==> src/common/ccs_pkg.sv <==
package ccs_pkg;
    // Register indexes; byte address is four times the index
    localparam logic [15:0] IDX_SLEW   = 16'h1c16;
    localparam logic [15:0] IDX_SRC    = 16'h1c20;
    localparam logic [15:0] IDX_ST3    = 16'h1c21;
    localparam logic [15:0] IDX_CLKGEN = 16'h1c22;
    localparam logic [15:0] IDX_STATUS = 16'h1c23;
    localparam int ADDR_W = 18;
    localparam logic [17:0] ADDR_SLEW   = {IDX_SLEW, 2'b00};
    localparam logic [17:0] ADDR_SRC    = {IDX_SRC, 2'b00};
    localparam logic [17:0] ADDR_ST3    = {IDX_ST3, 2'b00};
    localparam logic [17:0] ADDR_CLKGEN = {IDX_CLKGEN, 2'b00};
    localparam logic [17:0] ADDR_STATUS = {IDX_STATUS, 2'b00};

    // Field positions
    localparam int SRC_LSB    = 0;
    localparam int DIS_BIT    = 2;
    localparam int BYP_BIT    = 0;
    localparam int REFSEL_LSB = 1;
    localparam int MULT_LSB   = 4;
    localparam int MULT_W     = 12;

    typedef enum logic [1:0] {
        SRC_PLL  = 2'b00,
        SRC_REF  = 2'b01,
        SRC_OSC  = 2'b10,
        SRC_DIV2 = 2'b11
    } ccs_src_t;

    // Reset values
    localparam ccs_src_t    SRC_RST    = SRC_PLL;
    localparam logic        DIS_RST    = 1'b0;
    localparam logic        BYP_RST    = 1'b1;
    localparam logic [1:0]  REFSEL_RST = 2'h0;
    localparam logic [11:0] MULT_RST   = 12'h001;
    localparam logic [15:0] SLEW_RST   = 16'h0000;

    // Frequencies in Hz
    localparam int unsigned OSC_HZ     = 32768;
    localparam int unsigned REF0_HZ    = 11289600;
    localparam int unsigned REF1_HZ    = 12000000;
    localparam int unsigned REF2_HZ    = 12288000;
    localparam int unsigned PLL_MAX_HZ = 120000000;
    localparam int unsigned SPI_HZ     = 500000;
    localparam int unsigned I2C_HZ     = 400000;

    // Serial clock divisors, rounded up so rates never exceed target
    localparam logic [7:0] SPI_DIV_0 = 8'((REF0_HZ + SPI_HZ - 1) / SPI_HZ);
    localparam logic [7:0] SPI_DIV_1 = 8'((REF1_HZ + SPI_HZ - 1) / SPI_HZ);
    localparam logic [7:0] SPI_DIV_2 = 8'((REF2_HZ + SPI_HZ - 1) / SPI_HZ);
    localparam logic [7:0] I2C_DIV_0 = 8'((REF0_HZ + I2C_HZ - 1) / I2C_HZ);
    localparam logic [7:0] I2C_DIV_1 = 8'((REF1_HZ + I2C_HZ - 1) / I2C_HZ);
    localparam logic [7:0] I2C_DIV_2 = 8'((REF2_HZ + I2C_HZ - 1) / I2C_HZ);
    localparam logic [7:0] DIV_MIN   = 8'h01;
endpackage : ccs_pkg

==> src/hdl/ccs_clock_select.sv <==
// The implementer's own choice: the APB slave port.
`timescale 1ns/1ps
// How it works
// - Debug clock pin carries the internal clock picked by the source field
// - Disable bit in status register 3 tri-states the debug clock pin
// - Debug clock pin is enabled after reset until boot sets the disable bit
// - Strap low: oscillator drives timer and clock generator, external input ignored
// - Strap high: external input feeds generator, oscillator drives only timer
// - External reference mode boots with the PLL bypassed at assumed frequencies
// - Strap high: serial clock dividers follow assumed reference (500 kHz, 400 kHz); strap low holds them at 1
// - PLL output frequency never exceeds 120 MHz
module ccs_clock_select
    import ccs_pkg::*;
(
    input  wire logic              sys_clk,            // System clock, 40 MHz
    input  wire logic              rst,                // Synchronous reset
    input  wire logic              clock_src_strap,    // Board clock source strap
    input  wire logic              osc_32k_in,         // On-chip oscillator level
    input  wire logic              ext_clock_in,       // External clock level
    input  wire logic              pll_output_clock,   // PLL output level
    input  wire logic              psel,               // APB select
    input  wire logic              penable,            // APB enable
    input  wire logic              pwrite,             // APB write
    input  wire logic [ADDR_W-1:0] paddr,              // APB byte address
    input  wire logic [31:0]       pwdata,             // APB write data
    output logic [31:0]            prdata,             // APB read data
    output logic                   pready,             // APB ready
    output logic                   pslverr,            // APB error
    output logic                   debug_clock_out,    // Debug clock pin value
    output logic                   debug_clock_out_oe, // Debug clock pin enable
    output logic                   sys_ref_clock,      // Generator reference
    output logic                   rtc_clock,          // Timer clock
    output logic                   pll_bypass,         // PLL bypass control
    output logic [MULT_W-1:0]      pll_mult,           // PLL multiplier
    output logic [7:0]             spi_clk_div,        // Serial interface divider
    output logic [7:0]             i2c_clk_div,        // Two-wire bus divider
    output logic [15:0]            slew_ctrl           // Output slew control
);

    ccs_src_t    clock_out_source_sel;
    ccs_src_t    active_sel;
    logic        clock_out_disable;
    logic [1:0]  ref_sel;
    logic        strap_q;
    logic        div2_q;
    logic [3:0]  src_vec;
    logic        cur_src;
    logic        new_src;
    logic        access;
    logic        wr_en;
    logic        addr_ok;
    logic [31:0] next_rdata;
    logic [31:0] ref_hz;
    logic [31:0] next_ref_hz;
    logic [1:0]  new_ref_sel;
    logic [11:0] new_mult;
    logic [43:0] new_prod;
    logic        mult_ok;

    // Reference frequency assumed for a given selection
    function automatic logic [31:0] ref_lut(input logic strap, input logic [1:0] sel);
        logic [31:0] f;
        f = OSC_HZ;
        if (strap) begin
            case (sel)
                2'h0:    f = REF0_HZ;
                2'h1:    f = REF1_HZ;
                default: f = REF2_HZ;
            endcase
        end
        return f;
    endfunction : ref_lut

    // ---------------- Strap and reference routing ----------------
    // Strap caught during reset; the board keeps it fixed afterwards
    always_ff @(posedge sys_clk) begin
        if (rst) begin
            strap_q <= clock_src_strap;
        end
    end

    always_ff @(posedge sys_clk) begin
        if (rst) begin
            sys_ref_clock <= 1'b0;
            rtc_clock     <= 1'b0;
        end else begin
            rtc_clock <= osc_32k_in;
            if (strap_q) begin
                sys_ref_clock <= ext_clock_in;
            end else begin
                sys_ref_clock <= osc_32k_in;
            end
        end
    end

    // ---------------- Debug clock source mux ----------------
    always_ff @(posedge sys_clk) begin
        if (rst) begin
            div2_q <= 1'b0;
        end else begin
            div2_q <= ~div2_q;
        end
    end

    always_comb begin
        src_vec          = '0;
        src_vec[SRC_PLL]  = pll_output_clock;
        src_vec[SRC_REF]  = sys_ref_clock;
        src_vec[SRC_OSC]  = osc_32k_in;
        src_vec[SRC_DIV2] = div2_q;
        cur_src          = src_vec[active_sel];
        new_src          = src_vec[clock_out_source_sel];
    end

    // Switch only while old and new source are both low
    // Old high phase has ended, new one starts whole
    // Not gated on the pin: a source toggling every cycle would lock
    always_ff @(posedge sys_clk) begin
        if (rst) begin
            active_sel <= SRC_RST;
        end else if (active_sel != clock_out_source_sel
                     && !cur_src && !new_src) begin
            active_sel <= clock_out_source_sel;
        end
    end

    always_ff @(posedge sys_clk) begin
        if (rst) begin
            debug_clock_out <= 1'b0;
        end else begin
            debug_clock_out <= cur_src;
        end
    end

    // Enable changes only while the next pin value is low
    always_ff @(posedge sys_clk) begin
        if (rst) begin
            debug_clock_out_oe <= 1'b1;
        end else if (!cur_src) begin
            debug_clock_out_oe <= ~clock_out_disable;
        end
    end

    // ---------------- APB slave ----------------
    assign access = psel && penable;
    assign wr_en  = access && pready && pwrite && addr_ok;

    always_comb begin
        addr_ok    = 1'b1;
        next_rdata = '0;
        case (paddr)
            ADDR_SLEW:   next_rdata[15:0] = slew_ctrl;
            ADDR_SRC:    next_rdata[SRC_LSB +: 2] = clock_out_source_sel;
            ADDR_ST3:    next_rdata[DIS_BIT] = clock_out_disable;
            ADDR_CLKGEN: begin
                next_rdata[BYP_BIT] = pll_bypass;
                next_rdata[REFSEL_LSB +: 2] = ref_sel;
                next_rdata[MULT_LSB +: MULT_W] = pll_mult;
            end
            ADDR_STATUS: next_rdata = {28'h0, active_sel,
                                       debug_clock_out_oe, strap_q};
            default:     addr_ok = 1'b0;
        endcase
    end

    // Access phase lasts two cycles; ready and data come from flops
    always_ff @(posedge sys_clk) begin
        if (rst) begin
            pready  <= 1'b0;
            pslverr <= 1'b0;
            prdata  <= '0;
        end else begin
            pready  <= access && !pready;
            pslverr <= access && !pready && !addr_ok;
            if (access && !pready && !pwrite) begin
                prdata <= next_rdata;
            end
        end
    end

    always_ff @(posedge sys_clk) begin
        if (rst) begin
            slew_ctrl <= SLEW_RST;
        end else if (wr_en && paddr == ADDR_SLEW) begin
            slew_ctrl <= pwdata[15:0];
        end
    end

    always_ff @(posedge sys_clk) begin
        if (rst) begin
            clock_out_source_sel <= SRC_RST;
        end else if (wr_en && paddr == ADDR_SRC) begin
            clock_out_source_sel <= ccs_src_t'(pwdata[SRC_LSB +: 2]);
        end
    end

    always_ff @(posedge sys_clk) begin
        if (rst) begin
            clock_out_disable <= DIS_RST;
        end else if (wr_en && paddr == ADDR_ST3) begin
            clock_out_disable <= pwdata[DIS_BIT];
        end
    end

    // ---------------- Clock generator settings ----------------
    assign new_ref_sel = pwdata[REFSEL_LSB +: 2];
    assign new_mult    = pwdata[MULT_LSB +: MULT_W];
    assign next_ref_hz = ref_lut(strap_q, new_ref_sel);
    assign ref_hz      = ref_lut(strap_q, ref_sel);
    assign new_prod    = 44'(next_ref_hz) * 44'(new_mult);
    assign mult_ok     = (new_mult != '0) && (new_prod <= 44'(PLL_MAX_HZ));

    // A setting that would overclock the PLL is ignored whole
    always_ff @(posedge sys_clk) begin
        if (rst) begin
            pll_bypass <= BYP_RST;
            ref_sel    <= REFSEL_RST;
            pll_mult   <= MULT_RST;
        end else if (wr_en && paddr == ADDR_CLKGEN && mult_ok) begin
            pll_bypass <= pwdata[BYP_BIT];
            ref_sel    <= new_ref_sel;
            pll_mult   <= new_mult;
        end
    end

    always_ff @(posedge sys_clk) begin
        if (rst) begin
            spi_clk_div <= DIV_MIN;
            i2c_clk_div <= DIV_MIN;
        end else if (!strap_q) begin
            spi_clk_div <= DIV_MIN;
            i2c_clk_div <= DIV_MIN;
        end else begin
            case (ref_sel)
                2'h0: begin
                    spi_clk_div <= SPI_DIV_0;
                    i2c_clk_div <= I2C_DIV_0;
                end
                2'h1: begin
                    spi_clk_div <= SPI_DIV_1;
                    i2c_clk_div <= I2C_DIV_1;
                end
                default: begin
                    spi_clk_div <= SPI_DIV_2;
                    i2c_clk_div <= I2C_DIV_2;
                end
            endcase
        end
    end
endmodule : ccs_clock_select

==> config.mk <==
export PLATFORM = sky130hd
export DESIGN_NAME = ccs_clock_select
export DESIGN_NICKNAME = d
export VERILOG_FILES = /design/src/common/ccs_pkg.sv /design/src/hdl/ccs_clock_select.sv
export SDC_FILE = /design/constraint.sdc
export NUM_CORES = 1
export LEC_CHECK = 0
export BUFFER_PORTS_ARGS = -buffer_cell sky130_fd_sc_hd__buf_2
export CORE_ASPECT_RATIO = 0.7
export CORE_MARGIN = 1
export CORE_UTILIZATION = 40
export DETAILED_ROUTE_END_ITERATION = 6
export PLACE_DENSITY = 0.61
export SLEW_MARGIN = 10
export SYNTH_ARGS = -nofsm -noshare
export SYNTH_HDL_FRONTEND = slang
export SYNTH_SLANG_ARGS = --single-unit
export TNS_END_PERCENT = 50
==> constraint.sdc <==
create_clock -name sys_clk -period 7.6 [get_ports sys_clk]
set_clock_uncertainty 0.1 [all_clocks]
set_input_delay 0.76 -clock sys_clk [delete_from_list [all_inputs] [get_ports sys_clk]]
set_output_delay 0.76 -clock sys_clk [all_outputs]
set_load 0.01 [all_outputs]
==> run summary, run 1 <==
• number of global-route vias before repair: 6552
• number of maximum-capacitance violations: 0
• most heavily used metal layer in global routing: met1
• met3 usage in global routing: 4.95%
• antenna violations before repair: 0
• global route overflow: 0
• area overhead of the layout relative to synthesis: 12.1%
• clock slew seen by the registers of the worst setup and hold paths: 60 ps
• final cell count without fillers: 1345
• cell count after synthesis: 977
• GR Util met1: 33.9%
• weighted congestion at the end of routability-driven global placement: 0.877
• cts bufs inserted: 9
• area enclosed by the die boundary: 22000 um2
• sequential-to-total area share from yosys stat: 15.1%
• half-perimeter wire length after detailed placement: 18200 um
• violation count after the first detailed-routing iteration: 494
• sum of buffers and inverters on the critical path: 5
• clock latency on the worst-skew pair: 330 ps
• worst path setup slack after routing: 481 ps
• total number of placement rows: 44
• cts hold-fix bufs: 0
• most instantiated library cell after synthesis: inv_1
• Setup WS pre-CTS: 268 ps
• number of warnings issued by yosys: 0
• Syn Area/Cell: 8.76 um2
• cell at the root of the clock tree: clkbuf_16
• pins over their slew limit: 0
• CP startpoint kind: flip-flop
• Initial Utilization: 41.0%
• Area contributors post-synth: fa_1, dfxtp_1, ha_1
• transition time at the pin with the least slew margin: 1090 ps
• die height: 124 um
• Setup violations, final: 0
• worst ir drop on vdd: 159 uV
• total non-filler cell area in the finished layout: 9600 um2
• number of DRC violations after detailed routing: 0
• number of primary I/O pins: 142
• area leader, netlist: fa_1
• path type of the worst min-delay path: reg2reg
• instance area after placement: 9270 um2
• Most used DFF post-synth: dfxtp_1
• largest net degree at the start of global routing: 76
• run status: finished, final reports clean
• post-placement cell count: 1329
• top-area cell type share of the netlist area: 26.9%
• remaining max-slew budget at the tightest pin: 27.1%
• CP delay by family, top: adder cells
• post-CTS setup-driven buffer insertion count: 0
• WS Path Type: reg2reg
• post-cts gate resize count: 0
• buffer levels on the longest clock path: 2
• Fin Hold WS: 347 ps
• Final Hold Violating Endpoints: 0
• total routed wirelength: 21500 um
• htree depth: 3
• final worst-path cycle share: 93.7%
• most numerous cell types in the synthesized netlist: inv_1, fa_1, nor2_1
• die span in x: 177 um
• GRT Overall Usage: 20.6%
• pwr dens: 255 nW/um2
• M2 GR Usage: 26.9%
• Final Net Count: 1328
• total of buffers placed on input and output ports: 103
• master of the slowest instance on the critical path: edfxtp_1
• maximum fanout count along the critical path: 15
• fraction of registers with async set/reset: 0%
• DR WL/cell: 16.0 um
• total power after layout: 2.45 mW
• Synth Cell Area: 8560 um2
• Arr. time, crit path: 7280 ps
• wire length of the first global-routing pass: 35300 um
• number of antenna diodes: 0
• Top cell by count, worst path: fa_1
• count of state elements after synthesis: 64
• Post-Route Setup TNS: 0 ps
• time the final worst path needs with I/O delays and setup: 7120 ps
• highest clock rate: 140 MHz
• Critical Path RT: 7760 ps
• vias per cell: 4.98
• critical path, cell by cell: nand2b_1 > and2_1 > fa_1 > inv_1 > fa_1 > inv_1 > fa_1 > fa_1 > inv_1 > fa_1 > inv_1 > ha_1 > a21oi_1 > and3_1 > or4_4 > a211o_1 > mux2i_1 > a311o_1 > a2111oi_4 > buf_12 > mux2i_1
• share of cells above drive strength 1: 14.4%
• number of filler instances in the final layout: 2050
• share of the core filled with cells in the final layout: 46.0%
• RSZ-0062 raised after global routing: no
• CORE AREA: 20900 um2
• Cell variety after synth: 70
• clock tree from TritonCTS: yes
• EDFF count, synth: 1
• crit end category: flip-flop
• final antenna-violating net count: 0
• count of vias placed by the detailed router: 6699
• number of search-and-repair iterations in the first detailed-routing pass: 5
• Sinks on Clock Net: 64
• biggest cell delay along the critical path: 670 ps
• Pleak: 4.99 nW
==> cells in the final DEF, fill, tap and decap left out, types with 3 or more instances in the layout <==
| master | count |
|---|---|
| a211o_1 | 8 |
| a211oi_1 | 4 |
| a21o_1 | 4 |
| a21oi_1 | 27 |
| a221oi_1 | 15 |
| and2_1 | 13 |
| and3_1 | 8 |
| buf_2 | 103 |
| buf_4 | 10 |
| clkbuf_16 | 9 |
| clkinv_4 | 3 |
| conb_1 | 22 |
| dfxtp_1 | 63 |
| fa_1 | 115 |
| ha_1 | 90 |
| inv_1 | 196 |
| mux2i_1 | 39 |
| nand2_1 | 59 |
| nand2b_1 | 36 |
| nand3_1 | 14 |
| nand4_1 | 5 |
| nor2_1 | 103 |
| nor2b_1 | 4 |
| nor3_1 | 18 |
| nor4_1 | 7 |
| o2111ai_1 | 3 |
| o211a_1 | 3 |
| o21a_1 | 7 |
| o21ai_0 | 9 |
| o22ai_1 | 3 |
| or2_2 | 9 |
| xnor2_1 | 4 |
| xor2_1 | 6 |
==> where the power goes <==
part           switching, mW  internal, mW
logic                  0.981         0.669
registers            0.00528         0.343
clock network          0.160         0.291
total                   1.15          1.30
==> final timing paths <==
kind / start / endpoint / slack (ps) / depth (start not counted)
min reg2reg: div2_q$_SDFF_PP0_ / div2_q$_SDFF_PP0_ / 350 / 1
max reg2reg: strap_q$_DFFE_PP_ / pll_mult[10]$_SDFFE_PP0P_ / 480 / 21
max: strap_q$_DFFE_PP_ / pll_mult[10]$_SDFFE_PP0P_ / 480 / 21
min: div2_q$_SDFF_PP0_ / div2_q$_SDFF_PP0_ / 350 / 1
==> logic make-up (layout without fill, tap and decap cells) <==
kind of cell | after synthesis | in the layout | synth area share, %
buf+inv | 255 | 326 | 12.6
fa+ha+maj | 205 | 205 | 40.0
other cells | 1 | 22 | 0.0438
simple gates | 290 | 290 | 16.3
mux | 42 | 42 | 5.22
flops | 64 | 64 | 15.1
xor+xnor | 10 | 10 | 1.02
compound gates | 110 | 110 | 9.67
==> state kept, by name, indices dropped and copies added (netlist names), 2 cells and up <==
name,cells
pll_mult,12
active_sel,2
prdata,16
slew_ctrl,16
ref_sel,2
clock_out_source_sel,2
i2c_clk_div,3
==> layout make-up <==
class	count	area (um2)	area share [%]
inverters	196	736	7.66
clock inverters	7	104	1.08
well taps	276	345	3.60
flip-flops and latches	64	1290	13.4
repair buffers	114	611	6.36
clock buffers	9	225	2.35
multi-input cells	679	6290	65.5
==> routing by layer <==
layer / share of wire [%] / up-vias / wire length (um)
met4: 0.42 / 0 / 91
met1: 53 / 3200 / 11400
met3: 7.7 / 8 / 1660
met5: 0 / - / 0
met2: 39 / 214 / 8370
li1: - / 3277 / -
==> worst reg2reg max path: cells and delay by family, from the launching register on <==
kind                     cells  cell delay [ps]
flip-flops                   1              670
AND/OR/NAND/NOR              4             1340
multiplexers                 2              350
AO/OA/AOI/OAI                4             1170
adder cells (fa/ha/maj)      6             3000
buffers and inverters        5              420
Power figures use the tool's default switching activity.
==> inputs of run 2 (changes only) <==
--- a/config.mk
+++ b/config.mk
@@ -8,9 +8,9 @@
 export BUFFER_PORTS_ARGS = -buffer_cell sky130_fd_sc_hd__buf_2
 export CORE_ASPECT_RATIO = 0.7
 export CORE_MARGIN = 1
-export CORE_UTILIZATION = 40
+export CORE_UTILIZATION = 45
 export DETAILED_ROUTE_END_ITERATION = 6
-export PLACE_DENSITY = 0.61
+export PLACE_DENSITY = 0.68
 export SLEW_MARGIN = 10
 export SYNTH_ARGS = -nofsm -noshare
 export SYNTH_HDL_FRONTEND = slang
==> run 2 against run 1 <==
Sequential power hardly changed. Largest cell class unchanged. Register-to-register slack hardly changed. Global-route usage is 1.7 points higher. Final area is 0.73% lower. Clock power is 18% lower. Worst setup slack better by 6.7 ps. Sequential cell count stayed put. Non-clock buffer count is 5 higher. Maximum frequency hardly changed. Sequential share of layout area is 0.099 points higher. Combinational power hardly changed.
==> run summary, run 2 (synthesis results as in run 1) <==
• DR WL/cell: 15.9 um, -0.62%
• Pleak: 4.99 nW, about the same
• Setup violations, final: 0, unchanged
• CP delay by family, top: adder cells
• wire length of the first global-routing pass: 34600 um, -1.9%
• count of vias placed by the detailed router: 6890, +2.9%
• post-cts gate resize count: 0, unchanged
• post-route met1 wirelength: 10500 um, -8.0%
• number of antenna diodes: 0, unchanged
• worst ir drop on vdd: 204 uV, +28%
• antenna violations before repair: 0, unchanged
• die span in x: 167 um, -5.7%
• GRT Overall Usage: 22.2%, +1.7 points
• biggest cell delay along the critical path: 560 ps, -110 ps
• Final Hold Violating Endpoints: 0, unchanged
• crit end category: flip-flop
• remaining max-slew budget at the tightest pin: 19.7%, -7.4 points
• post-placement cell count: 1294, -2.6%
• pwr dens: 252 nW/um2, -1.4%
• area enclosed by the die boundary: 19600 um2, -11%
• total routed wirelength: 20800 um, -3.2%
• final worst-path cycle share: 93.6%, about the same
• maximum fanout count along the critical path: 15, unchanged
• die height: 117 um, -5.6%
• weighted congestion at the end of routability-driven global placement: 0.916, +4.5%
• commonest non-fill, non-tap cells in the layout: inv_1, fa_1, nor2_1, buf_2, ha_1
• Sinks on Clock Net: 64, unchanged
• Arr. time, crit path: 7260 ps, -20 ps
• number of DRC violations after detailed routing: 0, unchanged
• total of buffers placed on input and output ports: 103, unchanged
• total non-filler cell area in the finished layout: 9530 um2, -0.73%
• clock slew seen by the registers of the worst setup and hold paths: 50 ps, about the same
• instance area after placement: 9260 um2, -0.13%
• master of the slowest instance on the critical path: fa_1
• buffer levels on the longest clock path: 2, unchanged
• share of cells above drive strength 1: 14.8%, +0.40 points
• CORE AREA: 18300 um2, -12%
• Fin Hold WS: 330 ps, -17.5 ps
• violation count after the first detailed-routing iteration: 551, +12%
• largest net degree at the start of global routing: 76, unchanged
• htree depth: 3, unchanged
• cell at the root of the clock tree: clkbuf_16
• area overhead of the layout relative to synthesis: 11.3%
• critical path, cell by cell: buf_4 > nand2_1 > inv_1 > nand2_1 > inv_1 > fa_1 > inv_1 > fa_1 > inv_1 > fa_1 > fa_1 > inv_1 > fa_1 > inv_1 > ha_1 > a21oi_1 > and3_1 > or4_4 > a211o_1 > mux2i_1 > a311o_1 > a2111oi_4 > buf_12 > mux2i_1
• highest clock rate: 141 MHz, about the same
• RSZ-0062 raised after global routing: no
• run status: finished, final reports clean
• final cell count without fillers: 1310, -2.6%
• highest layer used for signal routing: met4
• global route overflow: 0, unchanged
• clock latency on the worst-skew pair: 330 ps, about the same
• length of routed met3 wiring: 1980 um, +19%
• time the final worst path needs with I/O delays and setup: 7110 ps, -6.71 ps
• Top cell by count, worst path: inv_1
• WL met2: 8210 um, -1.9%
• vias per cell: 5.26, +5.6%
• Final Net Count: 1333, +0.38%
• path type of the worst min-delay path: reg2reg
• WS Path Type: reg2reg
• clock tree from TritonCTS: yes
• Critical Path RT: 7750 ps, about the same
• final antenna-violating net count: 0, unchanged
• number of global-route vias before repair: 6652, +1.5%
• number of maximum-capacitance violations: 0, unchanged
• total number of placement rows: 41, -6.8%
• Post-Route Setup TNS: 0 ps, unchanged
• half-perimeter wire length after detailed placement: 17900 um, -2.1%
• cts bufs inserted: 9, unchanged
• transition time at the pin with the least slew margin: 1200 ps, +108 ps
• number of search-and-repair iterations in the first detailed-routing pass: 5, unchanged
• number of primary I/O pins: 142, unchanged
• CP startpoint kind: flip-flop
• sum of buffers and inverters on the critical path: 8, +3
• pins over their slew limit: 0, unchanged
• most common cell after layout, fill and taps aside: inv_1
• cts hold-fix bufs: 0, unchanged
• Initial Utilization: 46.8%, +5.7 points
• share of the core filled with cells in the final layout: 52.1%, +6.0 points
• post-CTS setup-driven buffer insertion count: 0, unchanged
• Regs by FF count: prdata: 16 flops, slew_ctrl: 16 flops, pll_mult: 12 flops
## run 2: cell count changes in the layout (fill, tap and decap cells not counted), sizes merged
cell / before / now
bufinv: 2 / 0
clkinvlp: 0 / 1
buf: 114 / 119
clkinv: 3 / 4
## run 2: through the flow
step	power (mW)	setup WS [ps]
floorplan	1.63	429
global placement	1.99	327
detailed placement	2.00	296
CTS	2.39	555
global route	2.64	120
finish	2.40	487
## run 2: final cells by class
cell class                 count  area [um2]
multi-input combinational    679        6290
clock inverter                 7        46.3
tap                          236         295
clock buffer                   9         225
timing repair buffer         119         648
inverter                     196         736
sequential                    64        1290
fill                        1683        8780
## run 2: report_power, final
group	leakage, nW	switching (mW)	internal, mW
Clock	0.136	0.152	0.220
Sequential	0.521	0.00469	0.343
Combinational	4.34	0.992	0.686
## run 2: worst paths after layout
check                                        from                        to  slack (ps)  cells after the start
worst max register to register  strap_q$_DFFE_PP_  pll_mult[1]$_SDFFE_PP0P_         490                     24
worst max-delay path            strap_q$_DFFE_PP_  pll_mult[1]$_SDFFE_PP0P_         490                     24
worst min-delay path            div2_q$_SDFF_PP0_         div2_q$_SDFF_PP0_         330                      1
worst min register to register  div2_q$_SDFF_PP0_         div2_q$_SDFF_PP0_         330                      1
## run 2: routing by layer
layer	track usage (%)	vias to the layer above
met5	0	-
met4	3.01	0
met3	6.82	18
met2	29.6	260
met1	35.1	3330
li1	-	3282
